`src/rtl/pst_pkg.sv`:
```
// Constants, register map and state codes for the power state controller.
// Assumes a 200 MHz system clock; the fixed times are turned into cycle counts here.
package pst_pkg;
	localparam int CLK_PERIOD_PS   = 5000;
	localparam int PS_PER_US       = 1000000;
	localparam int CYCLES_PER_US   = PS_PER_US / CLK_PERIOD_PS;
	localparam int SW_OFF_DELAY_US = 500;
	localparam int SW_OFF_CYCLES   = (SW_OFF_DELAY_US * PS_PER_US + CLK_PERIOD_PS - 1) / CLK_PERIOD_PS;
	localparam int XFAIL_SYNC_US   = 20;
	localparam int XFAIL_SYNC_CYC  = (XFAIL_SYNC_US * PS_PER_US + CLK_PERIOD_PS - 1) / CLK_PERIOD_PS;
	localparam int PIN_HOLD_US     = 2000;
	localparam int PIN_HOLD_CYCLES = (PIN_HOLD_US * PS_PER_US + CLK_PERIOD_PS - 1) / CLK_PERIOD_PS;
	localparam int TMR_W           = 20;
	localparam logic [1:0] SELFTEST_LAST = 2'h2;

	localparam int ADDR_W = 8;
	localparam int DATA_W = 32;
	localparam logic [7:0] ADDR_CTRL   = 8'h00;
	localparam logic [7:0] ADDR_CFG    = 8'h04;
	localparam logic [7:0] ADDR_STATUS = 8'h08;

	localparam int CTRL_LP_SEL   = 0;
	localparam int CTRL_SW_OFF   = 1;
	localparam int CTRL_EDGE     = 2;
	localparam int CTRL_XF_EN    = 3;
	localparam int CTRL_OV_SDWN  = 4;
	localparam int CTRL_FS_BYP   = 5;
	localparam int CTRL_OV_DIS   = 6;
	localparam int CTRL_W        = 7;
	localparam logic [6:0] CTRL_RESET = 7'h00;
	localparam int CFG_DBNC_LSB  = 0;
	localparam int CFG_FLIM_LSB  = 8;
	localparam int CFG_FSLIM_LSB = 12;
	localparam int CFG_W         = 16;
	localparam logic [15:0] CFG_RESET = 16'h330A;
	localparam int STAT_FSCNT    = 4;
	localparam int STAT_TRIES    = 8;
	localparam int STAT_FLAGS    = 10;

	localparam int TMR_PIN = 0;
	localparam int TMR_SW  = 1;
	localparam int TMR_OV  = 2;
	localparam int TMR_XF  = 3;
	localparam int TMR_NUM = 4;

	localparam int SYN_POWER_ON_PIN = 0;
	localparam int SYN_XFAIL = 1;
	localparam int SYN_UV    = 2;
	localparam int SYN_OV    = 3;
	localparam int SYN_OT    = 4;
	localparam int SYN_TBB   = 5;
	localparam int SYN_NUM   = 6;

	typedef enum logic [3:0] {
		ST_LP_IDLE   = 4'h0,
		ST_SELF_TEST = 4'h1,
		ST_QPU_IDLE  = 4'h2,
		ST_POWER_UP  = 4'h3,
		ST_SYSTEM_ON = 4'h4,
		ST_PD_REQ    = 4'h5,
		ST_PD_FAULT  = 4'h6,
		ST_FS_TRANS  = 4'h7,
		ST_FS_LOCK   = 4'h8
	} pst_state_type;
endpackage : pst_pkg

```
`src/rtl/pst_power_state_ctrl.sv`:
```
// Power state controller: off states, power-up handover, shutdowns, fail-safe.
// Assumes sequencer, self-test and fault monitors run on sys_clk; pins are asynchronous.
// Function
// - Quick-start idle passes to power-up when select 0, test mode off, flags clear.
// - Level mode: power-on pin high is a power-up request in quick-start idle.
// - Edge mode: a falling power-on pin is the power-up request.
// - Request starts power-up only with supply above undervoltage, below overvoltage unless CTRL_OV_DIS is set, and no overtemperature.
// - Power-up is blocked unless trim, config and self-test errors are all clear.
// - Test-board mode lets a valid request start power-up regardless of select.
// - With external fail enabled, the external fail input must be high to start.
// - Power-up hands over to system-on when processor reset is released.
// - Level mode: power-on pin low in system-on requests turn-off.
// - Edge mode: turn-off after falling pin held low longer than hold time.
// - Software turn-off request starts power-down after a 500 us timer.
// - Overvoltage beyond debounce time with shutdown enabled gives protective turn-off.
// - Enabled external fail going low gives turn-off after 20 us.
// - Fault timer, fault count limit or overtemperature in system-on gives fault power-down.
// - Requested power-down ends in low-power idle.
// - A power-up failure goes to fault power-down.
// - Third self-test failure with test-board mode low goes to fail-safe transition.
// - Fault power-down ends in the fail-safe transition.
// - Fail-safe transition returns to low-power idle when counter differs from limit or with bypass.
// - Fail-safe transition locks when counter equals limit and bypass is 0.
module pst_power_state_ctrl
	import pst_pkg::*;
#(
	parameter int SW_OFF_CYC   = SW_OFF_CYCLES,
	parameter int PIN_HOLD_CYC = PIN_HOLD_CYCLES
) (
	// Clock and reset
	input  wire logic              sys_clk,
	input  wire logic              resetn,
	// Register port
	input  wire logic [ADDR_W-1:0] addr,
	input  wire logic [DATA_W-1:0] wrData,
	input  wire logic              wrStrobe,
	input  wire logic              rdStrobe,
	output logic      [DATA_W-1:0] rdData,
	// Asynchronous pins and comparators
	input  wire logic              powerOnPin,
	input  wire logic              externalFailInput,
	input  wire logic              testBoardModeEnable,
	input  wire logic              vinAboveUndervoltage,
	input  wire logic              vinAboveOvervoltage,
	input  wire logic              junctionOverTemp,
	// On-chip status
	input  wire logic              trimLoadError,
	input  wire logic              configLoadError,
	input  wire logic              selfTestDone,
	input  wire logic              selfTestPassed,
	input  wire logic              processorResetReleased,
	input  wire logic              powerUpFailure,
	input  wire logic              powerDownDone,
	input  wire logic              faultTimerExpired,
	input  wire logic [3:0]        faultCounter,
	// State outputs
	output logic                   selfTestRun,
	output logic                   powerUpRun,
	output logic                   systemOnActive,
	output logic                   powerDownRun,
	output logic                   faultShutdown,
	output logic                   failsafeLocked,
	output logic      [3:0]        stateCode
);
	pst_state_type state_ff;
	pst_state_type nxtState;
	logic [SYN_NUM-1:0] sync1_ff;
	logic [SYN_NUM-1:0] sync2_ff;
	logic               pinPrev_ff;
	logic               xfPrev_ff;
	logic               pinHoldArm_ff;
	logic               xfArm_ff;
	logic [CTRL_W-1:0]  ctrl_ff;
	logic [CFG_W-1:0]   cfg_ff;
	logic [DATA_W-1:0]  rdData_ff;
	logic [3:0]         failsafeCounter_ff;
	logic [1:0]         tries_ff;
	logic               selftestError_ff;
	logic               startPending_ff;
	logic [5:0]         outs_ff;
	logic [TMR_W-1:0]   tmrCnt_ff [TMR_NUM];
	logic [TMR_W-1:0]   tmrLimit  [TMR_NUM];
	logic [TMR_NUM-1:0] tmrArm;
	logic [TMR_NUM-1:0] tmrDone;

	function automatic logic [5:0] stateOuts(input pst_state_type st);
		stateOuts = {st == ST_FS_LOCK, st == ST_PD_FAULT, st == ST_PD_REQ || st == ST_PD_FAULT,
			st == ST_SYSTEM_ON, st == ST_POWER_UP, st == ST_SELF_TEST};
	endfunction : stateOuts

	// Two flops on every asynchronous input; only the second flop is read.
	always_ff @(posedge sys_clk) begin
		sync1_ff <= {testBoardModeEnable, junctionOverTemp, vinAboveOvervoltage,
			vinAboveUndervoltage, externalFailInput, powerOnPin};
		sync2_ff <= sync1_ff;
	end

	wire pinHigh   = sync2_ff[SYN_POWER_ON_PIN];
	wire xfHigh    = sync2_ff[SYN_XFAIL];
	wire tbb       = sync2_ff[SYN_TBB];
	wire overTemp  = sync2_ff[SYN_OT];
	wire ovDetect  = sync2_ff[SYN_OV];
	wire lpSel     = ctrl_ff[CTRL_LP_SEL];
	wire edgeMode  = ctrl_ff[CTRL_EDGE];
	wire xfEnable  = ctrl_ff[CTRL_XF_EN];
	wire pinFall   = pinPrev_ff & ~pinHigh;
	wire xfFall    = xfPrev_ff & ~xfHigh;
	wire inOn      = state_ff == ST_SYSTEM_ON;

	wire powerReq  = edgeMode ? pinFall : pinHigh;
	wire supplyOk  = sync2_ff[SYN_UV] & (ctrl_ff[CTRL_OV_DIS] | ~ovDetect) & ~overTemp;
	wire loadOk    = ~trimLoadError & ~configLoadError;
	wire flagsOk   = loadOk & ~selftestError_ff;
	wire xfailOk   = ~xfEnable | xfHigh;
	wire passThru  = startPending_ff & ~lpSel & ~tbb & flagsOk & xfailOk;
	wire reqStart  = (lpSel | tbb) & powerReq & supplyOk & flagsOk & xfailOk;
	wire startOk   = passThru | reqStart;
	wire faultNow  = faultTimerExpired | (faultCounter == cfg_ff[CFG_FLIM_LSB +: 4]) | overTemp;
	wire levelOff  = ~edgeMode & ~pinHigh;
	wire turnOff   = levelOff | (|tmrDone);
	wire lastTry   = tries_ff == SELFTEST_LAST;
	wire stFail    = state_ff == ST_SELF_TEST && selfTestDone && !selfTestPassed;
	wire fsLock    = failsafeCounter_ff == cfg_ff[CFG_FSLIM_LSB +: 4] && !ctrl_ff[CTRL_FS_BYP];
	wire fsEntry   = nxtState == ST_FS_TRANS && state_ff != ST_FS_TRANS;
	wire fsCntMax  = failsafeCounter_ff == 4'hF;

	always_comb begin
		nxtState = state_ff;
		unique case (state_ff)
			ST_LP_IDLE: begin
				if (lpSel || tbb || (powerReq && loadOk && supplyOk))
					nxtState = ST_SELF_TEST;
			end
			ST_SELF_TEST: begin
				if (selfTestDone && selfTestPassed)
					nxtState = ST_QPU_IDLE;
				else if (stFail && lastTry)
					nxtState = tbb ? ST_QPU_IDLE : ST_FS_TRANS;
			end
			ST_QPU_IDLE: begin
				if (startOk)
					nxtState = ST_POWER_UP;
			end
			ST_POWER_UP: begin
				if (powerUpFailure)
					nxtState = ST_PD_FAULT;
				else if (processorResetReleased)
					nxtState = ST_SYSTEM_ON;
			end
			ST_SYSTEM_ON: begin
				if (faultNow)
					nxtState = ST_PD_FAULT;
				else if (turnOff)
					nxtState = ST_PD_REQ;
			end
			ST_PD_REQ: begin
				if (powerDownDone)
					nxtState = ST_LP_IDLE;
			end
			ST_PD_FAULT: begin
				if (powerDownDone)
					nxtState = ST_FS_TRANS;
			end
			ST_FS_TRANS: nxtState = fsLock ? ST_FS_LOCK : ST_LP_IDLE;
			ST_FS_LOCK: nxtState = ST_FS_LOCK;
			default: nxtState = ST_LP_IDLE;
		endcase
	end

	// Turn-off timers; each restarts whenever its cause drops or system-on is left.
	assign tmrArm[TMR_PIN] = inOn & edgeMode & pinHoldArm_ff & ~pinHigh;
	assign tmrArm[TMR_SW]  = inOn & ctrl_ff[CTRL_SW_OFF];
	assign tmrArm[TMR_OV]  = inOn & ctrl_ff[CTRL_OV_SDWN] & ovDetect;
	assign tmrArm[TMR_XF]  = inOn & xfEnable & xfArm_ff & ~xfHigh;
	assign tmrLimit[TMR_PIN] = TMR_W'(PIN_HOLD_CYC);
	assign tmrLimit[TMR_SW]  = TMR_W'(SW_OFF_CYC);
	// Both factors are widened first, so the cycle count is not cut to eight bits.
	assign tmrLimit[TMR_OV]  = TMR_W'(cfg_ff[CFG_DBNC_LSB +: 8]) * TMR_W'(CYCLES_PER_US);
	assign tmrLimit[TMR_XF]  = TMR_W'(XFAIL_SYNC_CYC);

	genvar gi;
	generate
		for (gi = 0; gi < TMR_NUM; gi++) begin : gTmr
			assign tmrDone[gi] = tmrArm[gi] && tmrCnt_ff[gi] >= tmrLimit[gi];
			always_ff @(posedge sys_clk) begin
				if (!resetn || !tmrArm[gi])
					tmrCnt_ff[gi] <= '0;
				else if (!tmrDone[gi])
					tmrCnt_ff[gi] <= tmrCnt_ff[gi] + TMR_W'(1);
			end
		end
	endgenerate

	always_ff @(posedge sys_clk) begin
		if (!resetn) begin
			pinPrev_ff    <= 1'b0;
			xfPrev_ff     <= 1'b0;
			pinHoldArm_ff <= 1'b0;
			xfArm_ff      <= 1'b0;
		end else begin
			pinPrev_ff    <= pinHigh;
			xfPrev_ff     <= xfHigh;
			pinHoldArm_ff <= inOn & (pinFall | (pinHoldArm_ff & ~pinHigh));
			xfArm_ff      <= inOn & (xfFall | (xfArm_ff & ~xfHigh));
		end
	end

	always_ff @(posedge sys_clk) begin
		if (!resetn) begin
			state_ff <= ST_LP_IDLE;
			outs_ff  <= 6'h00;
		end else begin
			state_ff <= nxtState;
			outs_ff  <= stateOuts(nxtState);
		end
	end

	always_ff @(posedge sys_clk) begin
		if (!resetn) begin
			tries_ff         <= 2'h0;
			selftestError_ff <= 1'b0;
			startPending_ff  <= 1'b0;
		end else begin
			if (state_ff == ST_LP_IDLE)
				tries_ff <= 2'h0;
			else if (stFail && !lastTry)
				tries_ff <= tries_ff + 2'h1;
			if (state_ff == ST_SELF_TEST && selfTestDone)
				selftestError_ff <= ~selfTestPassed;
			if (state_ff == ST_LP_IDLE && nxtState == ST_SELF_TEST)
				startPending_ff <= ~lpSel & ~tbb;
			else if (state_ff == ST_QPU_IDLE && nxtState != ST_QPU_IDLE)
				startPending_ff <= 1'b0;
		end
	end

	// The counter is kept over fail-safe returns; only reset clears it.
	always_ff @(posedge sys_clk) begin
		if (!resetn)
			failsafeCounter_ff <= 4'h0;
		else if (fsEntry && !fsCntMax)
			failsafeCounter_ff <= failsafeCounter_ff + 4'h1;
	end

	// Register port. A software turn-off write in the cycle the request is retired wins.
	wire selCtrl = addr == ADDR_CTRL;
	wire selCfg  = addr == ADDR_CFG;
	wire selStat = addr == ADDR_STATUS;
	wire swClear = state_ff == ST_SYSTEM_ON && nxtState != ST_SYSTEM_ON;
	wire [DATA_W-1:0] statusWord = {18'h0_0000, outs_ff[5], selftestError_ff, configLoadError,
		trimLoadError, tries_ff, failsafeCounter_ff, 4'(state_ff)};
	wire [DATA_W-1:0] rdMux = selCtrl ? DATA_W'(ctrl_ff) : selCfg ? DATA_W'(cfg_ff) :
		selStat ? statusWord : 32'h0000_0000;

	always_ff @(posedge sys_clk) begin
		if (!resetn) begin
			ctrl_ff   <= CTRL_RESET;
			cfg_ff    <= CFG_RESET;
			rdData_ff <= 32'h0000_0000;
		end else begin
			if (wrStrobe && selCtrl)
				ctrl_ff <= wrData[CTRL_W-1:0];
			else if (swClear)
				ctrl_ff[CTRL_SW_OFF] <= 1'b0;
			if (wrStrobe && selCfg)
				cfg_ff <= wrData[CFG_W-1:0];
			rdData_ff <= rdStrobe ? rdMux : 32'h0000_0000;
		end
	end

	assign rdData         = rdData_ff;
	assign selfTestRun    = outs_ff[0];
	assign powerUpRun     = outs_ff[1];
	assign systemOnActive = outs_ff[2];
	assign powerDownRun   = outs_ff[3];
	assign faultShutdown  = outs_ff[4];
	assign failsafeLocked = outs_ff[5];
	assign stateCode      = 4'(state_ff);
endmodule : pst_power_state_ctrl

```
`config.mk`:
```
export PLATFORM = sky130hd
export DESIGN_NAME = pst_power_state_ctrl
export DESIGN_NICKNAME = d
export VERILOG_FILES = /design/src/rtl/pst_pkg.sv /design/src/rtl/pst_power_state_ctrl.sv
export SDC_FILE = /design/constraint.sdc
export NUM_CORES = 1
export LEC_CHECK = 0
export BUFFER_PORTS_ARGS = -buffer_cell sky130_fd_sc_hd__buf_2
export CAP_MARGIN = 15
export CORE_MARGIN = 2
export CORE_UTILIZATION = 40
export CTS_CLUSTER_DIAMETER = 50
export DETAILED_ROUTE_END_ITERATION = 7
export PLACE_DENSITY_LB_ADDON = 0.12
export SYNTH_ARGS = -nofsm -noshare
export SYNTH_HDL_FRONTEND = slang
export SYNTH_SLANG_ARGS = --single-unit
```
`constraint.sdc`:
```
create_clock -name sys_clk -period 4.8 [get_ports sys_clk]
set_input_delay 0 -clock sys_clk [delete_from_list [all_inputs] [get_ports sys_clk]]
set_output_delay 0 -clock sys_clk [all_outputs]
set_load 0.005 [all_outputs]
```
==> flow_metrics.tcl <==
set metrics [dict create \
    outcome "completed" \
    synth_top_area_frac 0.302 \
    viasPerCell 4.74 \
    yosysMostFrequentCell "nor2_1" \
    leakagePower_nw 3.94 \
    cp.required_ns 5.11 \
    syn_to_final_growth_pct 20.9 \
    globalplace.congestion 0.743 \
    start_util 0.408 \
    firstDrtPassIters 4 \
    ys_warn_count 0 \
    report.final.slew_viol_count 0 \
    worst_clock_skew_ns 0.0156 \
    cp-endpoint "outs_ff[3]" \
    dr_wl_met2_um 7550 \
    cts_sinks 153 \
    grt_pass1_vias 5501 \
    wl_per_cell_um 13.9 \
    grt_start_max_net_pins 44 \
    synth-seq-cells 153 \
    hold_viol 0 \
    numCtsBuffers 17 \
    yosysSeqAreaShare 0.485 \
    globalRouteOverflowTotal 0 \
    cp_max_fo 7 \
    cts_tree "yes" \
    crit_arrival_ns 4.84 \
    synth_flop_cell "edfxtp_1" \
    num_rows 51 \
    synth_cell_types 59 \
    syn_area_sq_um 7960 \
    post-route-period-util 0.942 \
    max_slew_margin 0.288 \
    worstSetupPathType "flop to flop" \
    wl_met3_um 529 \
    ys_async_sr_fraction 0 \
    r2r_slack_ns 0.28 \
    cts-root-buf "clkbuf_16" \
    reg2reg_depth 21 \
    fin_ws_ns 0.278 \
    synth_edf_count 80 \
    num_io_pins 104 \
    cap_violations 0 \
    clk_path_buf_depth 2 \
    netlist_top_cells_area "edfxtp_1 (30%), dfxtp_1 (18%), ha_1 (8.2%), nor2_1 (4.8%), xor2_1 (4.3%)" \
    clk_transition_reported_paths_ns 0.07 \
    hold_ws_ns 0.0635 \
    min_period_ns 4.52 \
    avgSynthCellArea_sq_um 10.0 \
    numPortBuffers 71 \
    fmax_mhz 221 \
    ant_nets 0 \
    hold_path.class "input pin to flop" \
    vias 5675 \
    dr.first_iter.drc_count 238 \
    fin_setup_tns_ns 0 \
    synth_common_cells "nor2_1 (101), edfxtp_1 (80), nand2_1 (74)" \
    pre_cts_slack_ns -0.0140 \
    design_area_sq_um 9630 \
    die_w_um 145 \
    ir_drop_mv 0.238 \
    synth_top_area_cell "edfxtp_1" \
    endpoint_kind "flop" \
    crit_path_start "cfg_ff[3]" \
    rr_endpoint "outs_ff[3]" \
    highest_layer "met4" \
    die_y_um 145 \
    final_nets 1037 \
    drc 0 \
    place_area_sq_um 8660 \
    critPathLaunchType "flop" \
    synth_cells 796 \
    drive_above_1_share 0.164 \
    rsz0062_at_grt "false" \
    hpwlAfterDp_um 11600 \
    cts.htree.levels 4 \
    antenna_found_initial 0 \
    core_area_sq_um 19500 \
    r2r-start "cfg_ff[3]" \
    grt_first_pass_wirelength_um 27600 \
    final-setup-viol-count 0 \
    grtUsageTotal 0.162 \
    diodes 0 \
    dieArea_sq_um 21000 \
    routed_wl_um 16700 \
    met1_length_um 8470 \
    powerDensity_nw_per_um2 293 \
    tightest_slew_ns 1.07 \
    clk_latency_ns 0.43 \
]
-- sequential cells by signal, summed over array words and instances, names as in the netlist --
name,count
cfg_ff,16
ctrl_ff,7
failsafeCounter_ff,4
outs_ff,6
pinHoldArm_ff,1
pinPrev_ff,1
rdData,16
selftestError_ff,1
startPending_ff,1
stateCode,4
sync1_ff,6
sync2_ff,6
tmrCnt_ff,80
tries_ff,2
xfArm_ff,1
xfPrev_ff,1
-- worst max-delay path, cell delays in order, from the launching register on --
cell	delay (ns)
dfxtp_4	0.36
ha_1	0.29
ha_1	0.27
inv_1	0.05
fa_1	0.50
inv_1	0.04
ha_1	0.29
o21ai_1	0.10
a21oi_1	0.10
o21a_1	0.20
nor2_2	0.13
buf_4	0.13
xor2_2	0.13
ha_1	0.25
nand4_1	0.13
nor2_2	0.07
a2111oi_4	0.34
o211ai_1	0.21
buf_4	0.19
a221o_2	0.40
xnor2_1	0.17
nor2_1	0.05
-- per-layer routing --
| layer | up-vias | GRT usage |
|---|---|---|
| li1 | 2987 | - |
| met1 | 2583 | 0.223 |
| met2 | 99 | 0.251 |
| met3 | 6 | 0.0314 |
| met4 | 0 | 0.0618 |
| met5 | - | 0 |
-- power breakdown --
group	internal, mW	leakage (nW)	switching (mW)
Sequential	1.38	1.56	0.0145
Clock	0.714	0.285	0.591
Combinational	0.0592	2.09	0.0576
Total	2.15	3.94	0.663
-- cell families after synthesis --
family                   Yosys count  synth area share
flip-flops                       153             0.485
other                              1          0.000471
AO/OA/AOI/OAI                     90            0.0776
XOR/XNOR                          69            0.0759
multiplexers                      14            0.0176
buffers and inverters             77            0.0454
AND/OR/NAND/NOR                  337             0.208
adder cells (fa/ha/maj)           55            0.0893
-- cells in the final DEF (no fill, tap or decap), types with 14 or more instances in the layout --
cell           count
nor2b_1           15
nand3_1           39
a21oi_1           22
ha_1              48
inv_1             40
xor2_1            38
xnor2_1           30
nor2_1            99
dlygate4sd3_1     27
mux2i_1           14
nor3_1            14
dfxtp_1           70
edfxtp_1          80
and3_1            22
clkbuf_16         18
conb_1            31
buf_2             71
nand2_1           74
-- timing repair --
action                     4_1_cts  5_1_grt
gates cloned                     0        0
setup endpoints to repair        6       44
hold buffers                    27        0
pin swaps                        1       22
hold endpoints to repair        36        0
gates resized for setup          1       22
setup buffers                    0        1
-- final cells by class --
| class | count | area (sq um) |
|---|---|---|
| inverters | 40 | 150 |
| repair buffers | 112 | 763 |
| well taps | 265 | 332 |
| clock buffers | 18 | 450 |
| multi-input cells | 596 | 3930 |
| flip-flops and latches | 153 | 3870 |
| clock inverters | 14 | 124 |
| fillers | 1854 | 9900 |
-- worst min path at each step --
stage / end / cells after the start / slack [ns] / start
global placement: sync1_ff[2] / 1 / 0.10 / vinAboveUndervoltage
floorplan: sync1_ff[0] / 0 / 0.03 / powerOnPin
CTS: cfg_ff[12] / 3 / 0.04 / resetn
detailed placement: sync1_ff[3] / 1 / 0.10 / vinAboveOvervoltage
finish: cfg_ff[12] / 3 / 0.06 / resetn
global route: cfg_ff[13] / 3 / 0.07 / resetn
-- through the flow --
stage / total power, mW / std cells / utilization
CTS: 2.85 / 1196 / 0.487
finish: 2.82 / 1198 / 0.493
global placement: 1.52 / 1137 / 0.444
detailed placement: 1.52 / 1137 / 0.444
floorplan: 1.49 / 826 / -
global route: 2.92 / 1198 / 0.493
Power figures use the tool's default switching activity.
